**src/logic/ntw_pkg.sv**
```systemverilog
// Purpose: constants shared by the downstream window translation block
// Assumes: 32-bit control and status words, 4 KB translation granularity
// Notes: setup registers 2 and 3 are loaded over the serial-load port only
// Function
// registers answer memory and I/O accesses from primary and secondary ports
// window-2 hits take translated base bits 31:12 under the window-2 size mask
// window-3 hits take translated base bits 31:12 under the window-3 size mask
// setup bit 0 always reads 0, memory space requested
// setup bits 2:1 report 00 for 32-bit, 01 for 64-bit, reset 00
// setup bit 3 marks prefetchable when 1, resets non-prefetchable
// set size bits 30:12 make base bits writable, clear bits read-only
// setup bit 31 enables the window base register, resets disabled
// upper setup bits 30:0 choose per-bit writability of upper base register
// upper setup bit 31 enables the 64-bit window-3 base, resets 0
// address bits below the size boundary pass through, those above are replaced
package ntw_pkg;
  localparam logic [11:0] OFF_XBASE2 = 12'h008;
  localparam logic [11:0] OFF_SETUP2 = 12'h00c;
  localparam logic [11:0] OFF_XBASE3 = 12'h010;
  localparam logic [11:0] OFF_SETUP3 = 12'h014;
  localparam logic [11:0] OFF_UPPER3 = 12'h018;
  // loadable bits of a lower setup word: enable, size, prefetch, address type low bit
  // bit 2 stays 0 so the type field can only report 00 or 01
  localparam logic [31:0] SETUP_WR_MASK = 32'hffff_f00a;
  localparam logic [31:0] SETUP_RESET = 32'h0000_0000;
  localparam logic [31:0] WORD_ZERO = 32'h0000_0000;
  localparam int BIT_ENABLE = 31;
  localparam int BIT_PREF = 3;
  localparam int BIT_TYPE = 0;
  localparam int PAGE_LSB = 12;
  localparam int PAGE_W = 20;
  localparam logic [1:0] ATYPE_64 = 2'h1;
  localparam logic [1:0] BAR_SEL_W2 = 2'h0;
  localparam logic [1:0] BAR_SEL_W3 = 2'h1;
  localparam logic [1:0] BAR_SEL_W3HI = 2'h2;
endpackage

```
**src/logic/ntw_win_xlate.sv**
```systemverilog
// Purpose: hit test and address substitution for one downstream window
// Assumes: size bits are contiguous from the top, as a base register size mask
// Notes: purely combinational; the top registers its hit and address outputs
`timescale 1ns/1ps
`default_nettype none
module ntw_win_xlate (
  input wire logic [63:0] addrIn,
  input wire logic [31:0] setup,
  input wire logic [31:0] upperSetup,
  input wire logic [19:0] barLo,
  input wire logic [31:0] barHi,
  input wire logic [19:0] xbase,
  output logic hit,
  output logic [63:0] addrOut
);
  logic [19:0] pageMask;
  logic [31:0] hiMask;
  logic is64;
  logic loMatch;
  logic hiMatch;

  // base bit 31 always compares; lower size bits open the rest
  assign pageMask = {1'b1, setup[30:ntw_pkg::PAGE_LSB]};
  assign hiMask = {1'b1, upperSetup[30:0]};
  assign is64 = (setup[2:1] == ntw_pkg::ATYPE_64) && upperSetup[ntw_pkg::BIT_ENABLE];
  assign loMatch = ((addrIn[31:ntw_pkg::PAGE_LSB] ^ barLo) & pageMask) == '0;
  // a 32-bit window only decodes addresses under 4 GB
  assign hiMatch = is64 ? (((addrIn[63:32] ^ barHi) & hiMask) == '0) : (addrIn[63:32] == '0);
  assign hit = setup[ntw_pkg::BIT_ENABLE] && loMatch && hiMatch;

  // offset inside the window passes, page bits above come from the base
  assign addrOut = {32'h0000_0000, (xbase & pageMask) | (addrIn[31:ntw_pkg::PAGE_LSB] & ~pageMask),
    addrIn[ntw_pkg::PAGE_LSB-1:0]};
endmodule
`default_nettype wire

```
**src/logic/ntw_downstream_xlate.sv**
```systemverilog
// Purpose: downstream memory 2/3 window registers and address translation
// Assumes: hosts hold a request until acknowledged and drop it the cycle after
// Notes: the primary port wins when both ports ask in the same cycle
`timescale 1ns/1ps
`default_nettype none
module ntw_downstream_xlate (
  input wire logic core_clk,
  input wire logic rst,
  // csr access, index 0 primary port, index 1 secondary port
  input wire logic [1:0] hostReq,
  input wire logic [1:0] hostWr,
  input wire logic [1:0][11:0] hostAddr,
  input wire logic [1:0][31:0] hostWdata,
  output logic [1:0] hostAck,
  output logic [1:0][31:0] hostRdata,
  // serial-load of the read-only setup words
  input wire logic setupLoad,
  input wire logic setupSel,
  input wire logic [31:0] setupData,
  // base address register writes from configuration space
  input wire logic barWr,
  input wire logic [1:0] barSel,
  input wire logic [31:0] barData,
  // downstream memory request address
  input wire logic dsReq,
  input wire logic [63:0] dsAddr,
  output logic dsValid,
  output logic [63:0] dsAddrOut,
  output logic dsHit2,
  output logic dsHit3
);
  typedef struct packed {
    logic [19:0] xbase2;
    logic [19:0] xbase3;
    logic [31:0] setup2;
    logic [31:0] setup3;
    logic [31:0] upper3;
    logic [19:0] bar2;
    logic [19:0] bar3;
    logic [31:0] bar3Hi;
    logic [1:0] ack;
    logic [1:0][31:0] rdata;
    logic valid;
    logic [63:0] addr;
    logic hit2;
    logic hit3;
  } ntw_state_t;

  ntw_state_t st;
  ntw_state_t next_st;
  logic [1:0] winHit;
  logic [1:0][63:0] winAddr;
  logic [1:0][31:0] winSetup;
  logic [1:0][31:0] winUpper;
  logic [1:0][19:0] winBarLo;
  logic [1:0][31:0] winBarHi;
  logic [1:0][19:0] winXbase;
  logic [1:0] grant;
  logic [11:0] gAddr;
  logic [31:0] gWdata;
  logic gWr;
  logic [31:0] readWord;
  logic [19:0] mask2;
  logic [19:0] mask3;

  //////////////////////////////////////////////////////////////////////////////
  // window translation units
  assign winSetup[0] = st.setup2;
  assign winSetup[1] = st.setup3;
  assign winUpper[0] = ntw_pkg::WORD_ZERO; // window 2 has no upper half
  assign winUpper[1] = st.upper3;
  assign winBarLo[0] = st.bar2;
  assign winBarLo[1] = st.bar3;
  assign winBarHi[0] = ntw_pkg::WORD_ZERO;
  assign winBarHi[1] = st.bar3Hi;
  assign winXbase[0] = st.xbase2;
  assign winXbase[1] = st.xbase3;

  genvar gi;
  generate
    for (gi = 0; gi < 2; gi++) begin : gWin
      ntw_win_xlate uXlate (
        .addrIn(dsAddr),
        .setup(winSetup[gi]),
        .upperSetup(winUpper[gi]),
        .barLo(winBarLo[gi]),
        .barHi(winBarHi[gi]),
        .xbase(winXbase[gi]),
        .hit(winHit[gi]),
        .addrOut(winAddr[gi])
      );
    end
  endgenerate

  //////////////////////////////////////////////////////////////////////////////
  // port arbitration; an acked port is not served in the cycle its ack is showing
  assign grant[0] = hostReq[0] && !st.ack[0];
  assign grant[1] = hostReq[1] && !st.ack[1] && !grant[0];
  assign gAddr = grant[0] ? hostAddr[0] : hostAddr[1];
  assign gWdata = grant[0] ? hostWdata[0] : hostWdata[1];
  assign gWr = grant[0] ? hostWr[0] : hostWr[1];
  assign mask2 = {1'b1, st.setup2[30:ntw_pkg::PAGE_LSB]};
  assign mask3 = {1'b1, st.setup3[30:ntw_pkg::PAGE_LSB]};

  // read decode; memory and i/o accesses land on the same map
  always_comb begin
    readWord = ntw_pkg::WORD_ZERO;
    case (gAddr)
      ntw_pkg::OFF_XBASE2: readWord = {st.xbase2, 12'h000};
      ntw_pkg::OFF_SETUP2: readWord = st.setup2;
      ntw_pkg::OFF_XBASE3: readWord = {st.xbase3, 12'h000};
      ntw_pkg::OFF_SETUP3: readWord = st.setup3;
      ntw_pkg::OFF_UPPER3: readWord = st.upper3;
      default: readWord = ntw_pkg::WORD_ZERO;
    endcase
  end

  //////////////////////////////////////////////////////////////////////////////
  // next state
  always_comb begin
    next_st = st;
    next_st.ack = grant;
    next_st.rdata[0] = grant[0] ? readWord : st.rdata[0];
    next_st.rdata[1] = grant[1] ? readWord : st.rdata[1];
    if ((|grant) && gWr) begin
      case (gAddr)
        ntw_pkg::OFF_XBASE2: next_st.xbase2 = gWdata[31:ntw_pkg::PAGE_LSB];
        ntw_pkg::OFF_XBASE3: next_st.xbase3 = gWdata[31:ntw_pkg::PAGE_LSB];
        ntw_pkg::OFF_UPPER3: next_st.upper3 = gWdata;
        default: next_st.upper3 = st.upper3; // setup words ignore host writes
      endcase
    end
    // forced bits stay 0 whatever the loader sends
    if (setupLoad && !setupSel) begin
      next_st.setup2 = setupData & ntw_pkg::SETUP_WR_MASK;
    end
    if (setupLoad && setupSel) begin
      next_st.setup3 = setupData & ntw_pkg::SETUP_WR_MASK;
    end
    // masked base writes; a disabled register keeps its value
    if (barWr && barSel == ntw_pkg::BAR_SEL_W2 && st.setup2[ntw_pkg::BIT_ENABLE]) begin
      next_st.bar2 = (st.bar2 & ~mask2) | (barData[31:ntw_pkg::PAGE_LSB] & mask2);
    end
    if (barWr && barSel == ntw_pkg::BAR_SEL_W3 && st.setup3[ntw_pkg::BIT_ENABLE]) begin
      next_st.bar3 = (st.bar3 & ~mask3) | (barData[31:ntw_pkg::PAGE_LSB] & mask3);
    end
    if (barWr && barSel == ntw_pkg::BAR_SEL_W3HI && st.upper3[ntw_pkg::BIT_ENABLE]) begin
      next_st.bar3Hi = (st.bar3Hi & ~{1'b1, st.upper3[30:0]})
        | (barData & {1'b1, st.upper3[30:0]});
    end
    // window 2 wins if both windows overlap
    next_st.valid = dsReq;
    next_st.hit2 = dsReq && winHit[0];
    next_st.hit3 = dsReq && winHit[1] && !winHit[0];
    if (winHit[0]) begin
      next_st.addr = winAddr[0];
    end else if (winHit[1]) begin
      next_st.addr = winAddr[1];
    end else begin
      next_st.addr = dsAddr;
    end
  end

  // single state register
  always_ff @(posedge core_clk or posedge rst) begin
    if (rst) begin
      st <= '0;
    end else begin
      st <= next_st;
    end
  end

  assign hostAck = st.ack;
  assign hostRdata = st.rdata;
  assign dsValid = st.valid;
  assign dsAddrOut = st.addr;
  assign dsHit2 = st.hit2;
  assign dsHit3 = st.hit3;
endmodule
`default_nettype wire

```
**config.mk**
```make
export PLATFORM = sky130hd
export DESIGN_NAME = ntw_downstream_xlate
export DESIGN_NICKNAME = d
export VERILOG_FILES = /design/src/logic/ntw_pkg.sv /design/src/logic/ntw_win_xlate.sv /design/src/logic/ntw_downstream_xlate.sv
export SDC_FILE = /design/constraint.sdc
export NUM_CORES = 1
export LEC_CHECK = 0
export CORE_MARGIN = 2
export CORE_UTILIZATION = 64
export CTS_CLUSTER_DIAMETER = 120
export DETAILED_ROUTE_END_ITERATION = 10
export DONT_BUFFER_PORTS = 1
export GPL_TIMING_DRIVEN = 0
export PLACE_DENSITY = 0.78
export SYNTH_ARGS = -nofsm -noshare
export SYNTH_HDL_FRONTEND = slang
export SYNTH_SLANG_ARGS = --single-unit
```
**constraint.sdc**
```tcl
create_clock -name core_clk -period 11.4 [get_ports core_clk]
set_clock_uncertainty 0.2 [all_clocks]
set_input_delay 1.14 -clock core_clk [delete_from_list [all_inputs] [get_ports core_clk]]
set_output_delay 1.14 -clock core_clk [all_outputs]
set_load 0.05 [all_outputs]
```
# ---- After elaboration in Yosys (flattened, before gate mapping)
# Index checks and enable logic that the tools add are counted.
dict set report op_classes {
  mux 7
  bitwise_logic 24
  reduce_logical 34
  shift 0
  multipliers 0
  div_mod_pow 0
  n_eq_ne 7
  n_lt_le_gt_ge 0
  n_addsub 0
}
# operator n
set ops {}
lappend ops {{20-bit AND} 10}
lappend ops {{32-bit one-hot mux with 5 select lines} 1}
lappend ops {{64-bit two-way mux} 2}
lappend ops {{32-bit AND} 3}
lappend ops {{20-bit bitwise OR} 4}
lappend ops {{32-bit logical NOT} 2}
lappend ops {{20-bit logical NOT} 2}
lappend ops {{20-bit inverter} 2}
lappend ops {{20-bit XOR} 2}
lappend ops {{12-bit by 5-bit == test with 1-bit output (second input constant)} 3}
lappend ops {{32-bit two-way mux} 1}
lappend ops {{32-bit inverter} 1}
lappend ops {{32-bit bitwise OR} 1}
lappend ops {{32-bit XOR} 1}
lappend ops {{12-bit by 4-bit == test with 1-bit output (second input constant)} 2}
lappend ops {{1-bit logical AND} 20}
lappend ops {{12-bit two-way mux} 1}
lappend ops {{2-bit AND reduction} 3}
lappend ops {{1-bit logical NOT} 5}
lappend ops {{2-bit by 1-bit == test with 1-bit output (second input constant)} 1}
lappend ops {{2-bit == test (second input constant)} 1}
lappend ops {{2-bit logical NOT} 1}
lappend ops {{1-bit two-way mux} 2}
lappend ops {{2-bit OR reduction} 1}
dict set report word_totals {
  n_memories 0
  regBits 321
  romBits 0
  out_inout_bits 133
  latch_bits 0
  elab_cells 87
  ram_bits 0
}

# ---- Longest topological paths before layout
# Gate-level depths: netlist (run 1).
dict set report depth {
  word_depth 7
  ltp_mapped 12
}

# ---- By module
# A second synthesis (run 1) with hierarchy kept.
dict set report unflattened {
  hier_cells 1713
  area_unflattened_um2 17594.4
}
# module cells_per_inst area_per_inst_um2 instances seq_area_each_um2
set modules_own_cells {}
lappend modules_own_cells {ntw_downstream_xlate 1383 14899.3 1 8032.7}
lappend modules_own_cells {ntw_win_xlate 165 1347.5 2 0.0}

# ---- Worst setup path before layout (run 1)
# No wires, ideal clock.
dict set report synth_path {
  path_type {input to register}
  start {input dsAddr[55]}
  end {register st, in the netlist dsAddrOut[31]}
  n_path_buf 0
  setup_slack_ps 8435
  required_ps 11075
  stages 7
  t_arrival_ps 2640
  cell_sequence {xor2_1 > a22oi_1 > nand4_1 > nor4_2 > o211ai_4 > mux2_1 > mux2_2}
}
# element line
set synth_lines {}
lappend synth_lines {{start, declared} ntw_downstream_xlate.sv:26} ;# input wire logic [63:0] dsAddr,
lappend synth_lines {{end signal, assigned} ntw_downstream_xlate.sv:169} ;# st <= next_st;
lappend synth_lines {{end, declared} ntw_downstream_xlate.sv:49} ;# ntw_state_t st;

==> out/qor.txt, run 1 <==
number of nets in the synthesized netlist -> 1,525
Final WS setup -> 7.885 ns
number of H-tree levels -> 2
number of max-capacitance violations reported -> 0
overall die width -> 154.7 um
antenna-violating nets left -> 0
aggregate global-route resource usage -> 37.56%
slew at the pin with the worst max-slew slack -> 0.9534 ns
post-detail-place hpwl -> 34,810 um
initial standard-cell utilization of the core -> 64.75%
buffers from clock root to sink, at most -> 3
Sinks on Clock Net -> 321
Critical Path Sink Type -> flip-flop
final setup TNS -> 0 ns
number of instances in the synthesized netlist -> 1,297
cell type with the largest total area after synthesis -> dfrtp_1
buffer cell driving the clock tree root -> clkbuf_16
number of buffers added by the clock tree synthesis step -> 34
final weighted congestion in routability-driven placement -> 0.9244
part of the total power dissipated in sequential elements -> 48.4%
Vias per Instance -> 6.470
average instance area after synthesis -> 11.20 um2
path type of the worst min-delay path -> input pin to async pin
Post-synth EDFFs -> 0
antenna violations before repair -> 4
Relative slew margins -> 36.44%
num rows -> 55
cell area after synthesis -> 14,530 um2
post-route fraction of the period consumed by the critical path -> 30.83%
count of yosys warnings during synthesis -> 0
via count of the routed design -> 10,663
number of failing setup endpoints in the final timing report -> 0
IR drop worst, VDD -> 0.1557 mV
element type at the critical path start -> input pin
highest clock frequency the design can meet -> 284.5 MHz
switching part of the total power -> 26.14%
die height -> 154.7 um
Resized Gates After CTS -> 0
required time at the endpoint of the critical path -> 11.58 ns
fraction of power consumed by combinational cells -> 10.5%
pin count of the biggest net entering global routing -> 139
number of placed I/O pins -> 361
most frequently used flop master after synthesis -> dfrtp_1
DR WL/cell -> 27.17 um
clock insertion delay at the later pin of the skew report -> 0.52 ns
sequential area share after synthesis -> 55.30%
RSZ-0062 raised after global routing -> false
1st-iter DRT viols -> 852
async set or reset register ratio after synthesis -> 100.0%
clock share of power -> 41.0%
count of unresolved DRC violations after routing -> 0
core footprint -> 22,430 um2
most frequent cells after synthesis -> 321 x dfrtp_1, 174 x nand2_1, 136 x mux2_2
TritonCTS clock tree -> built
fraction of post-synthesis cell area in the top cell type by area -> 55.30%
clock transition at the registers of the reported paths -> 0.06 ns
critical path type -> input pin to flip-flop
Port Buffer Count -> 0
total power after layout -> 2.816 mW
total wirelength of the detailed-routed design -> 44,770 um
post-layout net count -> 1,563
first-pass GRT wire length -> 66,510 um
Pwr Density -> 174.4 nW/um2
count of fill cells added during filler insertion -> 1,601
pre-CTS setup slack -> 7.554 ns
fraction of layout instances using a drive strength above 1 -> 16.70%
crit path max fanout -> 10
leakage power summed over all cells -> 7.401 nW
run status -> completed
post-synthesis sequential element count -> 321
total die area -> 23,920 um2
buffer count from post-CTS setup fixing -> 0
via count of the first global-routing pass -> 10,811
area added between synthesis and finish -> 11.15%
count of hold-fix buffers inserted at cts -> 0
Internal Power -> 2.080 mW
net switching power of the design -> 735.9 uW
total grt overflow -> 0
largest cells by area after synthesis -> dfrtp_1 55%, mux2_2 11%, mux2i_1 6.8%, nand2_1 4.5%, xor2_1 4.2%
number of distinct library cells after synthesis -> 39
max-slew violation count -> 0
final hold viol count -> 0
most frequently used cell type in the post-synthesis netlist -> dfrtp_1
depth of the most critical reg-to-reg path -> 9
critical path data arrival time -> 3.69 ns
Period minus WS final -> 3.515 ns
length of the first detailed-routing pass in iterations -> 6
## critical path: stages
cell	delay (ns)
nor4_1	0.58
nand4_1	0.37
nor3_1	0.26
nand3_1	0.10
nor2_1	0.42
buf_2	0.41
mux2i_1	0.40
## routing by layer
layer / track usage, % / vias to the layer above / routed length, um / part of all wire (%)
li1: - / 4613 / - / -
met1: 46.50 / 5348 / 16530 / 37
met2: 61.84 / 569 / 21520 / 48
met3: 9.078 / 133 / 4121 / 9.2
met4: 19.44 / 0 / 2612 / 5.8
met5: 0 / - / 0 / 0
## power groups by stage
stage | clock [mW] | combinational, mW | sequential [mW]
final | 1.16 | 0.297 | 1.36
after global routing | 1.20 | 0.322 | 1.37
after CTS | 1.16 | 0.296 | 1.36
after detailed placement | 0 | 0.295 | 1.38
after global placement | 0 | 0.283 | 1.37
after floorplan | 0 | 0.226 | 1.35
## final timing paths
kind / start / end / slack, ns
worst max-delay path: dsAddr[49] / dsAddrOut[20] / 7.89
worst min-delay path: rst / st[205] / 0.28
worst max register to register: hostAck[0] / hostRdata[63] / 7.91
worst min register to register: flip-flop / flip-flop / 0.33
max in group asynchronous: rst / async pin / 9.70
min in group core_clk: flip-flop / flip-flop / 0.33
## cells in the final DEF (no fill, tap or decap), drive strengths merged, types with 4 or more instances in the layout
cell	synthesis	layout
o21ai	87	87
nand2	174	174
and2	35	35
inv	5	5
a22oi	53	53
nor4	11	11
mux2i	98	98
nand3	5	5
xor2	70	70
mux2	137	137
a31oi	13	13
o2bb2ai	22	22
dfrtp	321	321
buf	31	33
diode	0	4
a21oi	63	63
nand4	8	8
clkbuf	40	93
nor2	97	97
## final cells by class
cell class | count | area [um2] | area share [%]
flip-flops and latches | 321 | 8033 | 49.76
multi-input cells | 900 | 6168 | 38.21
clock buffers | 53 | 1096 | 6.789
well taps | 285 | 356.6 | 2.209
plain buffers | 71 | 305.3 | 1.891
clock inverters | 7 | 93.84 | 0.5813
repair buffers | 2 | 55.05 | 0.3410
inverters | 5 | 26.28 | 0.1628
diodes | 4 | 10.01 | 0.06200
## cell families (layout without fill, tap and decap cells)
family / after synthesis / in the layout / share of synthesized area (%)
buffers and inverters: 76 / 138 / 2.231
AO/OA/AOI/OAI: 243 / 243 / 10.23
flip-flops: 321 / 321 / 55.30
multiplexers: 235 / 235 / 17.37
XOR/XNOR: 72 / 72 / 4.341
AND/OR/NAND/NOR: 350 / 350 / 10.52
other: 0 / 4 / 0
## through the flow
| stage | utilization [%] | hold slack (ns) | cell area [um2] | cells |
|---|---|---|---|---|
| 4_1_cts | 71.92 | 0.3014 | 16130 | 1644 |
| 6_report | 71.96 | 0.2831 | 16140 | 1648 |
| 2_1_floorplan | - | 0.2803 | 14530 | 1297 |
| 3_3_place_gp | 66.34 | 0.3063 | 14880 | 1582 |
| 5_1_grt | 71.96 | 0.3164 | 16140 | 1648 |
| 3_5_place_dp | 66.61 | 0.3133 | 14940 | 1584 |
Note: power is estimated with default switching activity, not from simulation.
==> run 2, diff against run 1 <==
--- a/config.mk
+++ b/config.mk
@@ -6,12 +6,12 @@
 export NUM_CORES = 1
 export LEC_CHECK = 0
 export CORE_MARGIN = 2
-export CORE_UTILIZATION = 64
+export CORE_UTILIZATION = 57
 export CTS_CLUSTER_DIAMETER = 120
 export DETAILED_ROUTE_END_ITERATION = 10
 export DONT_BUFFER_PORTS = 1
 export GPL_TIMING_DRIVEN = 0
-export PLACE_DENSITY = 0.78
+export PLACE_DENSITY = 0.73
 export SYNTH_ARGS = -nofsm -noshare
 export SYNTH_HDL_FRONTEND = slang
 export SYNTH_SLANG_ARGS = --single-unit
==> constraint.sdc (replaced) <==
create_clock -name core_clk -period 2.85 [get_ports core_clk]
set_clock_uncertainty 0.2 [all_clocks]
set_input_delay 0.285 -clock core_clk [delete_from_list [all_inputs] [get_ports core_clk]]
set_output_delay 0.285 -clock core_clk [all_outputs]
set_load 0.05 [all_outputs]
==> run 2 against run 1 <==
  * Core utilization grew 1.0 points
  * Global-route usage shrank 0.23 points
  * Non-clock buffer count grew 200
  * Clock power grew to 3.9 times the previous value
  * Final area grew 14%
==> out/qor.txt, run 2 (synthesis gave the netlist of run 1 again) <==
critical path data arrival time -> 3.01 ns
total die area -> 26,780 um2
pin count of the biggest net entering global routing -> 47
depth of the most critical reg-to-reg path -> 8
1st-iter DRT viols -> 1,180
IR drop worst, VDD -> 0.5673 mV
post-detail-place hpwl -> 36,110 um
crit-path most repeated cell -> o21ai_0
clock transition at the registers of the reported paths -> 0.06 ns
first-pass GRT wire length -> 73,870 um
cell class contributing the biggest share of worst-path delay -> compound AO/OA/AOI/OAI gates
leakage power summed over all cells -> 8.282 nW
slew at the pin with the worst max-slew slack -> 0.6517 ns
final hold viol count -> 0
worst-case hold slack -> 0.01925 ns
Vias per Instance -> 6.192
number of max-capacitance violations reported -> 0
antenna violations before repair -> 5
via count of the routed design -> 11,727
count of unresolved DRC violations after routing -> 0
Sinks on Clock Net -> 321
Reg2Reg Setup Slack -> 0.005 ns
buffer cell driving the clock tree root -> clkbuf_16
path type of the worst min-delay path -> input pin to flip-flop
DR WL/cell -> 26.63 um
initial standard-cell utilization of the core -> 57.85%
RSZ-0062 raised after global routing -> true
post-layout net count -> 1,764
chain of cells forming the critical path -> nand2b_1, clkbuf_2, nor3b_1, a31oi_1, clkbuf_1, o2bb2ai_1, o21ai_0, o21ai_0
Critical R2R Capture -> hostRdata[25]
clock insertion delay at the later pin of the skew report -> 0.52 ns
number of failing setup endpoints in the final timing report -> 0
Core Util, Final -> 72.99%
min-delay src -> dsAddr[23]
post-route fraction of the period consumed by the critical path -> 99.83%
fraction of layout instances using a drive strength above 1 -> 16.10%
Final WS setup -> 0.004913 ns
Relative slew margins -> 56.58%
critical path buffer and inverter count -> 2
element type at the critical path start -> flip-flop
number of H-tree levels -> 2
number of buffers added by the clock tree synthesis step -> 35
end of the worst hold path -> dsAddrOut[23]
number of placed I/O pins -> 361
Port Buffer Count -> 0
total grt overflow -> 0
num rows -> 58
count of fill cells added during filler insertion -> 1,680
die height -> 163.6 um
core footprint -> 25,110 um2
area added between synthesis and finish -> 26.18%
total power after layout -> 11.48 mW
TritonCTS clock tree -> built
launching point of the worst reg2reg path -> hostAck[0]
buffers from clock root to sink, at most -> 3
crit path max fanout -> 10
via count of the first global-routing pass -> 12,117
overall die width -> 163.6 um
combined flip-flop and latch cell area -> 8034 um2
final weighted congestion in routability-driven placement -> 0.8937
highest clock frequency the design can meet -> 351.5 MHz
Period minus WS final -> 2.845 ns
critical path type -> flip-flop to flip-flop
antenna-violating nets left -> 0
highest-count cells in the layout ignoring fill and taps -> 320 x dfrtp_1, 194 x dlygate4sd3_1, 174 x nand2_1
maximum cell stage delay along the critical path -> 0.53 ns
Pwr Density -> 626.2 nW/um2
run status -> completed
required time at the endpoint of the critical path -> 3.01 ns
Slowest cell on crit path -> dfrtp_2
pre-CTS setup slack -> -0.4543 ns
total wirelength of the detailed-routed design -> 50,430 um
leading cell type in the layout, fill and taps excluded -> dfrtp_1
Critical Path Sink Type -> flip-flop
length of the first detailed-routing pass in iterations -> 5
aggregate global-route resource usage -> 37.33%
area occupied by multi-input gates -> 6236 um2
hold depth -> 3
max-slew violation count -> 0
## run 2: worst max path at each step
stage,startpoint,to,slack (ns),cells after the start
6_report,hostAck[0],hostRdata[25],0.005,8
5_1_grt,hostAck[0],hostRdata[3],-0.06,8
4_1_cts,hostAck[0],hostRdata[62],0.001,9
3_5_place_dp,hostAck[0],hostRdata[31],-0.45,9
3_3_place_gp,rst,mask2[1],-3.49,1
2_1_floorplan,rst,async pin,-1.92,1
## run 2: repair_timing
action                                 4_1_cts  5_1_grt
pin swaps                                    0        4
setup buffers                                0        2
endpoints found under the hold margin      579        1
setup endpoints to repair                  146      105
hold buffers                               193        1
resized for setup                           29       43
## run 2: area by class of cell
class | instances | area share (%)
Sequential cell | 321 | 43.84
Antenna cell | 5 | 0.06827
Inverter | 5 | 0.1365
Clock inverter | 9 | 0.5871
Timing Repair Buffer | 204 | 11.55
Tap cell | 330 | 2.253
Buffer | 69 | 1.932
Multi-Input combinational cell | 900 | 34.03
Clock buffer | 51 | 5.612
## run 2: tightest hold or removal path, delay by kind of cell
kind | cells | cell delay (ns)
multiplexers | 3 | 0.37
## run 2: routing by layer
layer	share of wire (%)	global-route usage, %
met1	37	45.55
met2	48	61.29
met3	9.6	9.446
met4	5.3	19.66
met5	0.054	0
## run 2: power breakdown
part	total [mW]	switching, mW	internal, mW	leakage (nW)
Clock	4.53	1.83	2.69	0.552
Sequential	5.45	0.537	4.92	4.17
Combinational	1.50	0.718	0.781	3.56
Total	11.5	3.09	8.39	8.28
## run 2: per-stage QoR
step	cells	instance area (um2)	TNS (ns)
after CTS	1888	18230	0
final	1894	18330	0
after floorplan	1297	14530	-614.97
after detailed placement	1635	15100	-26.60
after global routing	1892	18320	-0.2316
after global placement	1627	14940	-1130.14
==> run 3, diff against run 2 <==
--- a/config.mk
+++ b/config.mk
@@ -6,12 +6,14 @@
 export NUM_CORES = 1
 export LEC_CHECK = 0
 export CORE_MARGIN = 2
-export CORE_UTILIZATION = 57
+export CORE_UTILIZATION = 60
+export CTS_BUF_LIST = sky130_fd_sc_hd__clkbuf_2 sky130_fd_sc_hd__clkbuf_4 sky130_fd_sc_hd__clkbuf_8
 export CTS_CLUSTER_DIAMETER = 120
 export DETAILED_ROUTE_END_ITERATION = 10
 export DONT_BUFFER_PORTS = 1
 export GPL_TIMING_DRIVEN = 0
-export PLACE_DENSITY = 0.73
+export HOLD_SLACK_MARGIN = 0.02
+export PLACE_DENSITY = 0.77
 export SYNTH_ARGS = -nofsm -noshare
 export SYNTH_HDL_FRONTEND = slang
 export SYNTH_SLANG_ARGS = --single-unit
==> run 3 against run 2 <==
  * First-iteration DRC count rose by 13%
  * Non-clock buffer count unchanged
  * Via count increased by 3.5%
  * Combinational power barely moved
  * Clock power barely moved
  * Core utilization increased by 4.9 points
  * Hold slack improved by 0.022 ns
  * Worst setup slack improved by 0.016 ns
  * Wire length is 2.7% higher
  * Critical endpoint is now st[333]
  * Largest cell class unchanged
  * Largest power group unchanged
==> out/qor.txt, run 3 (synthesis gave the netlist of run 1 again) <==
run status -> completed
Pwr Density -> 625.1 nW/um2
core footprint -> 23,610 um2
element type at the critical path start -> flip-flop
slew at the pin with the worst max-slew slack -> 0.6793 ns
TritonCTS clock tree -> built
area added between synthesis and finish -> 26.65%
worst-case hold slack -> 0.04169 ns
number of failing setup endpoints in the final timing report -> 0
path type of the worst min-delay path -> input pin to async pin
critical path data arrival time -> 3.07 ns
count of unresolved DRC violations after routing -> 0
required time at the endpoint of the critical path -> 3.09 ns
num rows -> 56
Final WS setup -> 0.02107 ns
Period minus WS final -> 2.829 ns
antenna violations before repair -> 7
final setup TNS -> 0 ns
via count of the first global-routing pass -> 12,826
leakage power summed over all cells -> 8.359 nW
IR drop worst, VDD -> 0.4547 mV
Sinks on Clock Net -> 321
buffer cell driving the clock tree root -> clkbuf_8
Port Buffer Count -> 0
critical path type -> flip-flop to flip-flop
Core Util, Final -> 77.91%
1st-iter DRT viols -> 1,332
number of H-tree levels -> 2
highest-count cells in the layout ignoring fill and taps -> 320 x dfrtp_1, 192 x dlygate4sd3_1, 174 x nand2_1
overall die width -> 159.6 um
total grt overflow -> 0
Relative slew margins -> 54.71%
max-slew violation count -> 0
DR WL/cell -> 27.04 um
via count of the routed design -> 12,136
Vias per Instance -> 6.334
RSZ-0062 raised after global routing -> true
Post-DP Area -> 15,100 um2
number of max-capacitance violations reported -> 0
crit path max fanout -> 10
first-pass GRT wire length -> 77,720 um
clock transition at the registers of the reported paths -> 0.07 ns
die height -> 159.6 um
pre-CTS setup slack -> -0.4961 ns
antenna-violating nets left -> 0
number of buffers added by the clock tree synthesis step -> 50
buffers from clock root to sink, at most -> 3
final weighted congestion in routability-driven placement -> 0.9296
total wirelength of the detailed-routed design -> 51,810 um
post-layout net count -> 1,779
Critical Path Sink Type -> flip-flop
post-detail-place hpwl -> 35,810 um
length of the first detailed-routing pass in iterations -> 5
leading cell type in the layout, fill and taps excluded -> dfrtp_1
final hold viol count -> 0
total die area -> 25,470 um2
aggregate global-route resource usage -> 40.56%
initial standard-cell utilization of the core -> 61.51%
post-route design area -> 18,400 um2
pin count of the biggest net entering global routing -> 47
post-route fraction of the period consumed by the critical path -> 99.26%
clock insertion delay at the later pin of the skew report -> 0.60 ns
highest clock frequency the design can meet -> 353.5 MHz
fraction of layout instances using a drive strength above 1 -> 18.35%
number of placed I/O pins -> 361
run 3: changes by cell type in the layout (fill, tap and decap cells not counted), sizes merged:
cell / previous run / this run
clkbuf: 95 / 126
clkinvlp: 3 / 2
inv: 6 / 4
buf: 35 / 36
clkinv: 3 / 6
diode: 5 / 6
bufinv: 2 / 4
dlygate4sd3: 194 / 192
run 3: critical path: stages (launching register included):
cell and delay [ns]:
dfrtp_2 0.53, nand2b_1 0.16, buf_2 0.23, buf_6 0.24
buf_2 0.34, mux2i_1 0.27, dlygate4sd3_1 0.64, a21oi_1 0.09
run 3: power breakdown:
| part | switching [mW] | internal [mW] |
|---|---|---|
| sequential | 0.542 | 4.92 |
| combinational | 0.736 | 0.783 |
| clock | 1.88 | 2.65 |
| total | 3.15 | 8.35 |
run 3: metrics by stage:
step | total power, mW | std cells
detailed placement | 6.709 | 1624
floorplan | 6.303 | 1297
global placement | 6.624 | 1616
finish | 11.50 | 1916
CTS | 11.38 | 1905
global route | 11.87 | 1913
run 3: metal layers:
metal  share of wire [%]  up-vias  GRT usage, %
li1                    -     5065             -
met1                  36     6032         49.19
met2                  48      815         66.43
met3                 9.3      220         10.00
met4                 6.6        4         23.39
met5               0.052        -             0
run 3: repair_timing:
action                                 4_1_cts  5_1_grt
pin swaps                                    0        5
setup buffers                                0        3
endpoints found under the hold margin      385        1
resized for setup                           24       56
setup endpoints to repair                  147      139
hold buffers                               189        3
run 3: final timing paths:
kind                                       to  depth (start not counted)        start  slack (ns)
max in group asynchronous            mask3[0]                          6          rst        1.04
worst max-delay path                  st[333]                          7   hostAck[0]        0.02
worst max register to register        st[333]                          7   hostAck[0]        0.02
min in group core_clk           hostRdata[62]                          4  hostAddr[2]        0.06
worst min-delay path            dsAddrOut[10]                          2          rst        0.04
worst min register to register      flip-flop                          1    flip-flop        0.33
run 3: layout make-up:
class | instances | area (um2)
Sequential cell | 321 | 8034
Antenna cell | 6 | 15.01
Buffer | 70 | 384.1
Clock buffer | 81 | 1027
Fill cell | 1437 | 5216
Multi-Input combinational cell | 900 | 6238
Clock inverter | 11 | 161.4
Tap cell | 319 | 399.1
Timing Repair Buffer | 203 | 2112
Inverter | 5 | 25.02
